### src/rtl/bxe_map.vh
// opcode fields, phase codes and reset values for the bit-op and logic executer
`ifndef BXE_MAP_VH
`define BXE_MAP_VH
`define BXE_OPC_HI 13
`define BXE_OPC_LO 8
`define BXE_OPC_AND 6'h05
`define BXE_BOP_HI 13
`define BXE_BOP_LO 10
`define BXE_BOP_CLR 4'h4
`define BXE_BOP_SET 4'h5
`define BXE_DEST_BIT 7
`define BXE_ADDR_HI 6
`define BXE_ADDR_LO 0
`define BXE_BIT_HI 9
`define BXE_BIT_LO 7
`define BXE_PH_DEC 2'h0
`define BXE_PH_RD 2'h1
`define BXE_PH_PROC 2'h2
`define BXE_PH_WR 2'h3
`define BXE_ACC_RST 8'h00
`define BXE_IR_RST 14'h0000
`define BXE_BYTE_RST 8'h00
`define BXE_ADDR_RST 7'h00
`define BXE_FLAG_RST 1'b0
`define BXE_ZERO_BYTE 8'h00
`endif

### src/rtl/bxe_decode.v
// instruction word decoder for the three supported operations
`timescale 1ns/1ps
`include "bxe_map.vh"
module bxe_decode (
    input wire [13:0] instr,
    output reg is_and,
    output reg is_clr,
    output reg is_set,
    output reg dest_file,
    output reg [6:0] addr,
    output reg [2:0] bit_pos
);
    always @* begin
        is_and = (instr[`BXE_OPC_HI:`BXE_OPC_LO] == `BXE_OPC_AND);
        is_clr = (instr[`BXE_BOP_HI:`BXE_BOP_LO] == `BXE_BOP_CLR);
        is_set = (instr[`BXE_BOP_HI:`BXE_BOP_LO] == `BXE_BOP_SET);
        dest_file = instr[`BXE_DEST_BIT];
        addr = instr[`BXE_ADDR_HI:`BXE_ADDR_LO];
        bit_pos = instr[`BXE_BIT_HI:`BXE_BIT_LO];
    end
endmodule // bxe_decode

### src/rtl/bxe_exec.v
// execute unit: and-with-accumulator, clear bit and set bit over four phases
`timescale 1ns/1ps
`include "bxe_map.vh"
module bxe_exec (
    input wire sys_clk,
    input wire reset,
    input wire [13:0] instr_word,
    input wire instr_valid,
    output wire instr_ready,
    output reg [6:0] rf_addr,
    output reg rf_rd_en,
    input wire [7:0] rf_rd_data,
    output reg rf_wr_en,
    output reg [7:0] rf_wr_data,
    output reg [7:0] accumulator_reg,
    output reg result_null_flag,
    output reg instr_done
);
    // ------------------------------------------------------------
    // phase codes
    // ------------------------------------------------------------
    localparam [1:0] PH_DEC = `BXE_PH_DEC;
    localparam [1:0] PH_RD = `BXE_PH_RD;
    localparam [1:0] PH_PROC = `BXE_PH_PROC;
    localparam [1:0] PH_WR = `BXE_PH_WR;

    // ------------------------------------------------------------
    // state, next values and decoded fields
    // ------------------------------------------------------------
    reg [1:0] phase_q;
    reg [1:0] phase_d;
    reg [13:0] ir_q;
    reg [13:0] ir_d;
    reg busy_q;
    reg busy_d;
    reg [7:0] rd_q;
    reg [7:0] rd_d;
    reg [7:0] res_q;
    reg [7:0] res_d;
    reg [7:0] acc_d;
    reg flag_d;
    reg [6:0] rf_addr_d;
    reg rf_rd_en_d;
    reg rf_wr_en_d;
    reg [7:0] rf_wr_data_d;
    reg done_d;
    wire take;
    wire known_op;
    wire is_and;
    wire is_clr;
    wire is_set;
    wire dest_file;
    wire [6:0] addr;
    wire [2:0] bit_pos;

    function [7:0] bit_mask;
        input [2:0] pos;
        begin
            bit_mask = 8'h01 << pos;
        end
    endfunction

    // ------------------------------------------------------------
    // decoder on the latched word
    // ------------------------------------------------------------
    bxe_decode u_dec (
        .instr(ir_q),
        .is_and(is_and),
        .is_clr(is_clr),
        .is_set(is_set),
        .dest_file(dest_file),
        .addr(addr),
        .bit_pos(bit_pos)
    );

    assign instr_ready = !busy_q;
    assign take = instr_valid && !busy_q;
    assign known_op = is_and | is_clr | is_set;

    // ------------------------------------------------------------
    // phase sequencer and instruction latch
    // ------------------------------------------------------------
    always @* begin
        phase_d = phase_q;
        busy_d = busy_q;
        ir_d = ir_q;
        if (!busy_q) begin
            if (take) begin
                ir_d = instr_word;
                busy_d = 1'b1;
                phase_d = PH_DEC;
            end
        end else begin
            case (phase_q)
                PH_DEC: begin
                    phase_d = PH_RD;
                end
                PH_RD: begin
                    phase_d = PH_PROC;
                end
                PH_PROC: begin
                    phase_d = PH_WR;
                end
                PH_WR: begin
                    busy_d = 1'b0;
                    phase_d = PH_DEC;
                end
                default: begin
                    phase_d = PH_DEC;
                end
            endcase
        end
    end

    // ------------------------------------------------------------
    // register read: address and strobe in decode, capture in read
    // ------------------------------------------------------------
    always @* begin
        rf_addr_d = rf_addr;
        rf_rd_en_d = 1'b0;
        rd_d = rd_q;
        if (busy_q && (phase_q == PH_DEC)) begin
            rf_addr_d = addr;
            // unknown words neither read nor write
            rf_rd_en_d = known_op;
        end
        if (busy_q && (phase_q == PH_RD)) begin
            rd_d = rf_rd_data;
        end
    end

    // ------------------------------------------------------------
    // process data
    // ------------------------------------------------------------
    always @* begin
        res_d = res_q;
        if (busy_q && (phase_q == PH_PROC)) begin
            if (is_and) begin
                res_d = accumulator_reg & rd_q;
            end else if (is_clr) begin
                res_d = rd_q & ~bit_mask(bit_pos);
            end else if (is_set) begin
                res_d = rd_q | bit_mask(bit_pos);
            end else begin
                res_d = rd_q;
            end
        end
    end

    // ------------------------------------------------------------
    // write destination
    // ------------------------------------------------------------
    always @* begin
        acc_d = accumulator_reg;
        flag_d = result_null_flag;
        rf_wr_en_d = 1'b0;
        rf_wr_data_d = rf_wr_data;
        done_d = 1'b0;
        if (busy_q && (phase_q == PH_WR)) begin
            done_d = 1'b1;
            if (is_and) begin
                flag_d = (res_q == `BXE_ZERO_BYTE);
                if (dest_file) begin
                    rf_wr_en_d = 1'b1;
                    rf_wr_data_d = res_q;
                end else begin
                    acc_d = res_q;
                end
            end else if (is_clr | is_set) begin
                // status flag left untouched
                rf_wr_en_d = 1'b1;
                rf_wr_data_d = res_q;
            end
        end
    end

    // ------------------------------------------------------------
    // flip-flops
    // ------------------------------------------------------------
    always @(posedge sys_clk or posedge reset) begin
        if (reset) begin
            phase_q <= PH_DEC;
            busy_q <= 1'b0;
            ir_q <= `BXE_IR_RST;
        end else begin
            phase_q <= phase_d;
            busy_q <= busy_d;
            ir_q <= ir_d;
        end
    end

    always @(posedge sys_clk or posedge reset) begin
        if (reset) begin
            rd_q <= `BXE_BYTE_RST;
            res_q <= `BXE_BYTE_RST;
        end else begin
            rd_q <= rd_d;
            res_q <= res_d;
        end
    end

    always @(posedge sys_clk or posedge reset) begin
        if (reset) begin
            rf_addr <= `BXE_ADDR_RST;
            rf_rd_en <= 1'b0;
        end else begin
            rf_addr <= rf_addr_d;
            rf_rd_en <= rf_rd_en_d;
        end
    end

    always @(posedge sys_clk or posedge reset) begin
        if (reset) begin
            rf_wr_en <= 1'b0;
            rf_wr_data <= `BXE_BYTE_RST;
            instr_done <= 1'b0;
        end else begin
            rf_wr_en <= rf_wr_en_d;
            rf_wr_data <= rf_wr_data_d;
            instr_done <= done_d;
        end
    end

    always @(posedge sys_clk or posedge reset) begin
        if (reset) begin
            accumulator_reg <= `BXE_ACC_RST;
            result_null_flag <= `BXE_FLAG_RST;
        end else begin
            accumulator_reg <= acc_d;
            result_null_flag <= flag_d;
        end
    end
endmodule // bxe_exec

### config.mk
export PLATFORM = sky130hd
export DESIGN_NAME = bxe_exec
export DESIGN_NICKNAME = d
export VERILOG_FILES = /design/src/rtl/bxe_decode.v /design/src/rtl/bxe_exec.v
export VERILOG_INCLUDE_DIRS = /design/src /design/src/rtl
export SDC_FILE = /design/constraint.sdc
export NUM_CORES = 1
export LEC_CHECK = 0
export ABC_AREA = 1
export BUFFER_PORTS_ARGS = -buffer_cell sky130_fd_sc_hd__buf_2
export CORE_MARGIN = 2
export CORE_UTILIZATION = 51
export CTS_BUF_LIST = sky130_fd_sc_hd__clkbuf_4
export CTS_CLUSTER_SIZE = 14
export DETAILED_ROUTE_END_ITERATION = 8
export PLACE_DENSITY_LB_ADDON = 0.2
export SLEW_MARGIN = 20
export SYNTH_ARGS = -nofsm -noshare
export SYNTH_HDL_FRONTEND = slang
export SYNTH_SLANG_ARGS = --single-unit
export TNS_END_PERCENT = 100
### constraint.sdc
create_clock -name sys_clk -period 2 [get_ports sys_clk]
set_clock_uncertainty 0.1 [all_clocks]
set_input_delay 0.3 -clock sys_clk [delete_from_list [all_inputs] [get_ports sys_clk]]
set_output_delay 0.3 -clock sys_clk [all_outputs]
set_load 0.02 [all_outputs]
# [Word-level counts from Yosys, hierarchy flattened]
# Index checks and enable logic that the tools add are counted.
[word_totals] ff_bits=60 inputBits=25 out_inout_bits=28 word_cells=61
[classes] eq_ne=7 n_shift=1 muxes=18 bitwise_logic=9 reduce_logical=14
[ops] cell="two-way mux 8 bit" n=6
[ops] cell="bitwise AND 8 bit" n=2
[ops] cell="two-way mux 1 bit" n=9
[ops] cell="equality test 4 x 3 -> 1 bit, second input constant" n=2
[ops] cell="logical NOT 8 bit" n=1
[ops] cell="inverter 8 bit" n=1
[ops] cell="OR 8 bit" n=1
[ops] cell="case mux 2 bit (4 select lines)" n=1
[ops] cell="<< shifter 1 x 3 -> 8 bit, first input constant" n=1
[ops] cell="equality test 6 x 3 -> 1 bit, second input constant" n=1
[ops] cell="AND reduction 3 bit" n=2
[ops] cell="logical AND 1 bit" n=5
[ops] cell="equality test 2 bit, second input constant" n=2
[ops] cell="two-way mux 2 bit" n=2
[ops] cell="AND reduction 2 bit" n=2
[ops] cell="nonzero test 2 bit" n=2
[ops] cell="OR 1 bit" n=3
[ops] cell="equality test 2 x 1 -> 1 bit, second input constant" n=1
[ops] cell="logical NOT 2 bit" n=1
[ops] cell="inequality test 2 bit, second input constant" n=1
[ops] cell="inverter 1 bit" n=2
[ops] cell="logical NOT 1 bit" n=1

# [Longest topological paths before layout]
# Gate-level depths: netlist of run 1.
[logic_depth] depth_word=5 ltp_mapped=8 ltp_nobuf=7

# [By module]
# Synthesis of run 1 repeated with hierarchy kept, for this count alone.
[hier_totals] cells_unflattened=289 area_unflattened_um2=2916.5
[modules_own_cells] module="bxe_exec" n_inst=1 cells_each=267 area_per_inst_um2=2776.4 seq_area_each_um2=1501.4
[modules_own_cells] module="bxe_decode" n_inst=1 cells_each=22 area_per_inst_um2=140.1 seq_area_each_um2=0.0

# [Worst setup path before layout of run 1]
# No wires, ideal clock.
[synth_timing] path_type="register -> register" start="reg ir_q[9]" end="reg accumulator_reg[0]" setup_time_ps=117 t_arrival_ps=1244 required_ps=1783 path_slack_ps=539 stages_incl_launch_ff=8 n_path_buf=1 synth_period_minus_slack_ps=1461 path_cell_list="dfrtp_1 > nor2_1 > nand4_4 > inv_2 > nand2_4 > buf_6 > nand2_2 > o21ai_2"
[synth_via] elab_chain_cells=2
[synth_lines] item="start: declaration" line="bxe_exec.v:32" text="reg [13:0] ir_q;"
[synth_lines] item="start signal: assignment" line="bxe_exec.v:184" text="ir_q <= `BXE_IR_RST;"
[synth_lines] item="start signal: assignment" line="bxe_exec.v:188" text="ir_q <= ir_d;"
[synth_lines] item="equality test 6 x 3 -> 1 bit (no line)"
[synth_lines] item="AND reduction 3 bit (no line)"
[synth_lines] item="end signal: assignment" line="bxe_exec.v:226" text="accumulator_reg <= `BXE_ACC_RST;"
[synth_lines] item="end: declaration" line="bxe_exec.v:15" text="output reg [7:0] accumulator_reg,"
# No other way between the ends.
# A chain may end at the register's enable or synchronous reset.

# [Worst setup path after layout of run 1]
[layout_timing] start="reg phase_q[0]" end="reg res_q[1]"
[layout_via] elab_chain_cells=2
[layout_lines] item="start: declaration" line="bxe_exec.v:30" text="reg [1:0] phase_q;"
[layout_lines] item="start signal: assignment" line="bxe_exec.v:186" text="phase_q <= phase_d;"
[layout_lines] item="equality test 2 bit" line="bxe_exec.v:137" text="if (busy_q && (phase_q == PH_PROC)) begin"
[layout_lines] item="logical AND 1 bit" line="bxe_exec.v:137"
[layout_lines] item="end signal: assignment" line="bxe_exec.v:195" text="res_q <= `BXE_BYTE_RST;"
[layout_lines] item="end signal: assignment" line="bxe_exec.v:198" text="res_q <= res_d;"
[layout_lines] item="end: declaration" line="bxe_exec.v:38" text="reg [7:0] res_q;"
# No other way between the ends.

==> results by stage, run 1 <==
Yosys:
- Averaged over all synthesized cells, the footprint is roughly 8.9 um^2.
- The number of instances in the synthesized netlist is 312.
- The number of different library cells used by synthesis comes to 26.
- For this run, the number of Yosys warnings is 0.
- The netlist area before placement is 0.00278 mm^2.
- The flip-flop and latch count after synthesis is 60.
- The sequential share of the synthesized area is 54.0%.
- The number of nets in the synthesized netlist is 342.

Layout:
- The antenna diode count is 0.
- Compared with the post-synthesis result, the final layout area differs by 17.3%.
- The count of nets after finishing is ~410.
- Leaving out filler cells and counting taps, the final layout contains 450.
- The flip-flop count of the largest register after layout is 14.
- The utilization after layout is a little over three fifths.
- The post-route netlist has 26.8% of its cells at a drive strength greater than 1.
- The most common cell after layout, fill and taps aside is sky130_fd_sc_hd__nor2_1.
- The register with the most flip-flops in the final layout is ir_q.
- The library cells used most frequently in the layout, excluding fill and tap cells, are sky130_fd_sc_hd__nor2_1 (62), sky130_fd_sc_hd__dfrtp_1 (60), sky130_fd_sc_hd__nand2_1 (55).

Critical path:
- Counting both buffers and inverters, the worst setup path holds a total of 2.
- The worst setup path is of the flip-flop to flip-flop kind.
- The highest cell delay on the worst timing path is 390 ps.
- The highest net fanout along the worst path is 9.
- The number of cells traversed by the worst register-to-register path is 6.
- The critical path capture point type is a flip-flop.
- The source of the worst register-to-register timing path is phase_q[0].
- The family of cells with the greatest summed delay on the critical path is simple AND/OR/NAND/NOR gates.
- The reg-to-reg critical path endpoint is res_q[1].
- The worst setup path is launched from a flip-flop.
- The register-to-register setup slack is 350 ps.
- The slowest stage of the critical path belongs to the cell sky130_fd_sc_hd__dfrtp_1.
- For the worst setup path, the data required time is 2200 ps.
- The critical path goes through inv_1 > ha_1 > nand2_1 > inv_1 > nor2_1 > a21oi_1.
- In this design, the critical path's most frequently occurring cell is sky130_fd_sc_hd__inv_1.
- The arrival time at the worst endpoint is around 1900 ps.

Clock tree:
- After clock tree synthesis, the repair step resized 0 gates.
- The number of clock buffers inserted by TritonCTS is 9.
- The maximum buffer depth of the clock tree is 2.
- The clock net in this run drives a total of 60 sinks.
- The H-tree was split into 3 levels.
- The TritonCTS clock tree is yes.
- After clock tree synthesis, the clock-pin slew on the worst setup and hold paths is about 100 ps.
- The buffers inserted during post-CTS setup optimization is 0.
- The clock insertion delay at the later pin of the skew report is a little over 400 ps.
- The clock root buffer master is sky130_fd_sc_hd__clkbuf_4.

STA:
- The final-report hold violation count is 0.
- For this run, the top clock speed supported by timing is approximately 0.61 GHz.
- The max-slew violation total from the final report is 0.
- For the pin with the worst max-slew slack, the measured transition is ~450 ps.
- Once routing completed, OpenROAD measured the worst setup slack at 353 ps.
- The post-layout minimum cycle time is 1650 ps.
- The fraction of the cycle the final worst path needs is 82.3%.
- In this run the tightest slew margin relative to its limit is between 70% and 80%.
- Setup repair after global routing left no endpoint under its margin.
- Summed over all failing endpoints, the final setup total negative slack is 0 ps.
- Setup violations remaining at the end of the flow were counted as 0.

Placed design:
- The routability congestion estimate is between 0.8 and 0.9.
- At the placement stage, the worst setup path has a slack of ~370 ps.
- The HPWL after detailed placement is 4170 um.
- The placed cell count is 432.
- Buffers placed on the I/O ports in this run total 52.

Job:
- The max capacitance violation total is 0.

Power and ir drop:
- Power spread over the standard cell area amounts to between 1000 and 1500 mW/mm^2.
- The overall power of the completed layout is 4.62 mW.
- The peak supply drop is 694 uV.
- Summed over all cells, the static leakage comes to 1.72 nW.

Drt:
- The first routing iteration left 123 violations.
- The routed layout has 2240 vias.
- Dividing the detail-routed via count by the number of cells gives about 5.
- The routed metal-1 wirelength is around 2700 um.
- The highest routing layer actually used is met4.
- Once detail routing completed, the nets flagged for antenna violations numbered 0.
- The wire length on met3 is between 200 and 300 um.
- In the routed design, unresolved DRC markers number 0.
- The number of optimization iterations in the first detailed-route pass is 4.
- The routed length per instance is 12.9 um.
- The length of routed met2 wiring is 2650 um.
- After detailed routing, the total wire length is 5820 um.

Die:
- For this design the top-level I/O count stands at 53.
- From bottom edge to top edge, the die measures around 78 um.
- The floorplan die area is ~0.0061 mm^2.
- The core region is just over 0.005 mm^2.
- The floorplan step set the die width to 77.9 um.
- The starting utilization of the core area is 53.8%.
- Row generation in the floorplan step produced 26 rows.

Min path:
- The critical hold path startpoint is rf_rd_data[0].
- In this run the worst hold path is classified as input pin to flip-flop.
- The number of stages on the worst hold path is 2.
- The path with the worst hold slack has its endpoint at rd_q[0].

GRT:
- Entering global routing, the biggest net connects ~60 pins.
- The total overflow left after global routing is 0.
- Global routing used 21.6% of the available tracks across all layers.
- The initial antenna violation count was 0.
- The via count of the first global-routing pass is 2154.
- The first global-routing pass estimated 10000 um of wire.

Status:
- The run finished with clean final reports.
## metrics by stage
stage | cell area [um^2] | hold slack, ps
floorplan | 2780 | 350
global placement | 3140 | 287
detailed placement | 3140 | 288
CTS | 3250 | 0.178
global route | 3260 | 10.8
finish | 3260 | 18.1
## power breakdown
part / internal [mW] / switching, mW
combinational: 0.670 / 1.17
sequential: 1.71 / 0.380
clock: 0.256 / 0.444
## cell usage after synthesis (all sizes together)
cell type	n	area, um^2
a21oi	24	120
a31oi	1	6.26
buf	7	46.3
clkbuf	1	3.75
dfrtp	60	1500
ha	5	62.6
inv	33	124
mux2	7	78.8
nand2	58	230
nand3	11	65.1
nand4	11	83.8
nor2	65	262
o21ai	24	161
o21bai	4	30.0
or2	1	6.26
## area by class of cell
type                       instances  area, um^2
multi-input combinational        211        1110
tap                               70        87.6
timing repair buffer              60         338
clock inverter                     6        31.3
inverter                          33         124
sequential                        60        1500
fill                             456        1910
clock buffer                      10        75.1
## per-layer routing
metal	track usage [%]	vias to the layer above
li1	-	1129
met1	29.4	1034
met2	32.6	62
met3	5.70	15
met4	9.46	0
met5	0	-
## worst reg2reg max path, delay by kind of cell, from the launching register on
kind	cells	cell delay [ps]
compound gates	1	50
flops	1	390
simple gates	2	430
fa+ha+maj	1	230
buf+inv	2	330
## worst max path at each step
stage                     startpoint  cells after the start  slack (ps)            endpoint
final                     phase_q[0]                      6         350            res_q[1]
after global routing      phase_q[1]                      6         150       rf_wr_data[4]
after CTS                 phase_q[0]                      6         360            res_q[1]
after detailed placement  phase_q[1]                      6         370       rf_wr_data[0]
after global placement    phase_q[0]                      6         440            res_q[0]
after floorplan                reset                      1         120  accumulator_reg[0]
## cell families (layout without fill, tap and decap cells)
logic type / Yosys count / count (layout) / synth area share (%)
AOI/OAI and AO/OA: 53 / 53 / 11.4
adders and majority gates: 5 / 5 / 2.25
buffers and inverters: 41 / 109 / 6.25
DFF: 60 / 60 / 54.0
muxes: 7 / 7 / 2.83
and+or+nand+nor: 146 / 146 / 23.3
## timing repair
| item | CTS | global route |
|---|---|---|
| hold buffers | 1 | 1 |
| endpoints found under the hold margin | 60 | 1 |
| endpoints found under the setup margin | 0 | 0 |
No activity file was read; power rests on OpenSTA's default activity.
==> inputs of run 2 (changes only) <==
--- a/config.mk
+++ b/config.mk
@@ -6,10 +6,10 @@
 export SDC_FILE = /design/constraint.sdc
 export NUM_CORES = 1
 export LEC_CHECK = 0
-export ABC_AREA = 1
+export ABC_AREA = 0
 export BUFFER_PORTS_ARGS = -buffer_cell sky130_fd_sc_hd__buf_2
 export CORE_MARGIN = 2
-export CORE_UTILIZATION = 51
+export CORE_UTILIZATION = 56
 export CTS_BUF_LIST = sky130_fd_sc_hd__clkbuf_4
 export CTS_CLUSTER_SIZE = 14
 export DETAILED_ROUTE_END_ITERATION = 8
==> constraint.sdc (replaced) <==
create_clock -name sys_clk -period 1.55 [get_ports sys_clk]
set_clock_uncertainty 0.1 [all_clocks]
set_input_delay 0.2325 -clock sys_clk [delete_from_list [all_inputs] [get_ports sys_clk]]
set_output_delay 0.2325 -clock sys_clk [all_outputs]
set_load 0.02 [all_outputs]
==> results by stage, run 2 <==
Clock tree:
- The clock root buffer master is sky130_fd_sc_hd__clkbuf_4.
- TritonCTS built the clock tree.
- The clock insertion delay at the later pin of the skew report is around 400 ps.
- The longest clock path from root to sink contains 2 buffers.
- The number of levels in the clock H-tree is 3.
- The number of clock buffers inserted by TritonCTS is 9.
- The clock transition at the registers of the reported paths is 100 ps.
- The total clock sinks is 60.

Yosys:
- The most used standard cell by instance count after synthesis is sky130_fd_sc_hd__dfrtp_1.
- The netlist area before placement is 0.00259 mm^2.
- In the synthesized netlist the async set-or-reset flop fraction comes to 100%.
- Counting every instance in the synthesized netlist gives 192.
- In this run, distinct cell masters in the synthesized netlist total 25.
- Sorting the synthesized cells by how often they occur yields sky130_fd_sc_hd__dfrtp_1 (60), sky130_fd_sc_hd__mux2_2 (45), sky130_fd_sc_hd__nand2_1 (22).
- The sequential share of the synthesized area is around 58%.
- The number of synthesis warnings is 0.
- Yosys mapped a number of flops with a built-in enable equal to 0.
- The number of nets in the synthesized netlist is 222.
- The flip-flop and latch count after synthesis is 60.
- Ranked by total cell area, the synthesized netlist is headed by sky130_fd_sc_hd__dfrtp_1 (58%), sky130_fd_sc_hd__mux2_2 (20%), sky130_fd_sc_hd__nand2_1 (3.2%), sky130_fd_sc_hd__mux2i_1 (3.1%), sky130_fd_sc_hd__ha_1 (2.4%).
- The mean post-synth cell area is about 13 um^2.
- The most common flop cell mapped by yosys is sky130_fd_sc_hd__dfrtp_1.
- The area share of the largest cell type after synthesis is 58.0%.
- The library cell with the largest summed area after synthesis is sky130_fd_sc_hd__dfrtp_1.

Critical path:
- The worst setup path is of the flip-flop to flip-flop kind.
- STA classifies the critical path startpoint as a flip-flop.
- The family of cells with the greatest summed delay on the critical path is simple AND/OR/NAND/NOR gates.
- In this run the worst path has a maximum fanout of 8.
- The count of buffering cells on the critical path with inverters included is 1.
- The largest individual stage delay along the critical path comes from the cell sky130_fd_sc_hd__dfrtp_1.
- The worst setup path is captured at a flip-flop.
- The data required time of the critical path is 1730 ps.
- For this run, the slowest stage of the critical path takes just under 400 ps.
- Walking the worst path, the cells encountered are and2b_2 > nand4b_4 > nor3_4 > buf_12 > mux2_4.
- The critical path starts at ir_q[9].
- The arrival time at the worst endpoint is approximately 1900 ps.
- The source of the worst register-to-register timing path is ir_q[9].

Die:
- The count of standard-cell rows is 24.
- From bottom edge to top edge, the die measures 72.0 um.
- In this run the count of I/O pins placed on the die edge is 53.
- The core region is 0.00441 mm^2.
- The overall die width is a little over 70 um.
- The floorplan step defined a die boundary enclosing 0.00518 mm^2.
- The starting utilization of the core area is 58.7%.

Layout:
- The antenna diode count is 0.
- The count of nets after finishing is between 300 and 400.
- The most common cell after layout, fill and taps aside is sky130_fd_sc_hd__dfrtp_1.
- The area growth from synthesis to layout is 39.4%.
- The register with the most flip-flops in the layout has 14 of them.
- The number of filler instances in the final layout is 265.
- The layout cell share with drive strength beyond 1 is 51.0%.
- The final design instance area without fill is between 0.003 and 0.004 mm^2.
- The final non-filler cell total is roughly 360.
- ir_q holds more flip-flops than any other register.
- In the layout the commonest cells are sky130_fd_sc_hd__dfrtp_1 (60), sky130_fd_sc_hd__buf_2 (51), sky130_fd_sc_hd__mux2_2 (29).

Placed design:
- The HPWL after detailed placement is 3810 um.
- The minimum setup slack after placement is -134 ps.
- The count of input and output buffers is 52.
- The area of placed instances is 0.00313 mm^2.
- Routability-driven placement finished with a final weighted congestion of 0.898.
- The placed cell count is approximately 310.

GRT:
- The pin count of the biggest net entering global routing is 61.
- Summed over all layers, the global routing overflow is 0.
- Global routing used about a quarter of the available tracks.
- The via count of the first global-routing pass is 2011.
- The initial antenna violation count was 0.
- The wire length of the first global-routing pass is 9950 um.

Power and ir drop:
- Net switching is a little under two fifths of the power.
- The peak supply drop is 1240 uV.
- The share of power burned in the clock network is 12.9%.
- The logic gate share of total power is between 40% and 50%.
- Summed over all nets, the switching power comes to 2.59 mW.
- The register share of total power is 41.3%.
- The design internal power is 4.16 mW.
- The power per cell area is 1870 mW/mm^2.
- For this design the static power due to leakage is 1.78 nW.

STA:
- The final setup violation count is 20.
- The worst-margin pin slew is around 320 ps.
- The post-route worst hold slack is 354 ps.
- The headroom to the max-slew limit is 79.0%.
- Setup repair after global routing could not meet its margin everywhere.
- The final-report hold violation count was 0.
- The worst path uses 108% of the clock period.
- The max-slew violation total from the final report is 0.
- The post-layout minimum cycle time is 1670 ps.
- The worst path setup slack after routing is -119 ps.
- The highest clock frequency the design can meet is ~0.6 GHz.

Drt:
- The number of optimization iterations in the first detailed-route pass is 7.
- The detailed-route via count is ~2000.
- In the routed layout, each cell is associated on average with a via count of 5.56.
- The count of nets left with antenna violations once routing finished came out at 0.
- The routed length per instance is 17.4 um.
- After the first detailed-routing iteration, the DRC count stood at 173.
- The wire length after detailed routing is 6220 um.
- The DRC violation count after routing is 0.

Job:
- The max capacitance violation total is 0.

Min path:
- The worst min-delay path category is input pin to async pin.

Status:
- The checks that failed: negative setup slack.
- The run finished, with violations left.
==> run 2: final timing paths <==
path / to / slack [ps] / cells past startpoint
min reg2reg: rf_addr[0] / 410 / 1
max reg2reg: accumulator_reg[3] / -120 / 5
min: rf_wr_en / 350 / 4
max: accumulator_reg[3] / -120 / 5
min in group sys_clk: rf_addr[0] / 410 / 1
max in group asynchronous: res_q[4] / 720 / 4
==> run 2: timing repair <==
item                       in CTS  in global routing
setup endpoints to repair      32                 47
gates resized for setup        15                 14
cloned                          0                  0
pin swaps                       8                  3
buffers inserted                2                  4
hold buffers                   24                  0
hold endpoints to repair       85                  0
==> run 2: layout make-up <==
cell class | count | area (um^2) | area share [%]
clock buffers | 9 | 67.6 | 1.87
clock inverters | 7 | 33.8 | 0.936
inverters | 5 | 22.5 | 0.624
multi-input cells | 121 | 1150 | 31.7
flip-flops and latches | 60 | 1500 | 41.6
well taps | 52 | 65.1 | 1.80
repair buffers | 104 | 774 | 21.4
==> run 2: cell families (layout without fill, tap and decap cells) <==
logic type / Yosys count / after routing / share of synthesized area, %
AOI/OAI and AO/OA: 15 / 15 / 4.54
adders and majority gates: 5 / 5 / 2.42
buffers and inverters: 11 / 125 / 1.74
DFF: 60 / 60 / 58.0
muxes: 53 / 53 / 22.7
and+or+nand+nor: 48 / 48 / 10.7
==> run 2: metal layers <==
metal	vias to the layer above	global-route usage, %	part of all wire [%]	wire length [um]
li1	911	-	-	-
met1	976	34.3	43	2700
met2	86	39.7	49	3020
met3	16	7.08	5.7	356
met4	0	10.7	2.4	150
met5	-	0	0	0
==> run 2: power by group through the flow <==
stage / clock [mW] / sequential [mW] / combinational [mW]
floorplan: 0 / 2.96 / 1.47
global placement: 0 / 2.73 / 2.65
detailed placement: 0 / 2.77 / 2.74
CTS: 0.886 / 2.75 / 2.91
global route: 0.966 / 2.88 / 3.33
finish: 0.868 / 2.79 / 3.09
==> run 2: through the flow <==
stage               TNS [ps]  power [mW]  util [%]
global placement       -1630        5.38      71.0
floorplan              -2080        4.42         -
global route           -3400        7.17      81.8
detailed placement     -2480        5.51      71.0
finish                 -1450        6.75      81.8
CTS                    -1090        6.55      80.2
==> run 2: worst reg2reg max path: cells and delay by family, from the launching register on <==
family,cells,cell delay (ps)
multiplexers,1,310
AND/OR/NAND/NOR,3,610
flip-flops,1,390
buffers and inverters,1,160
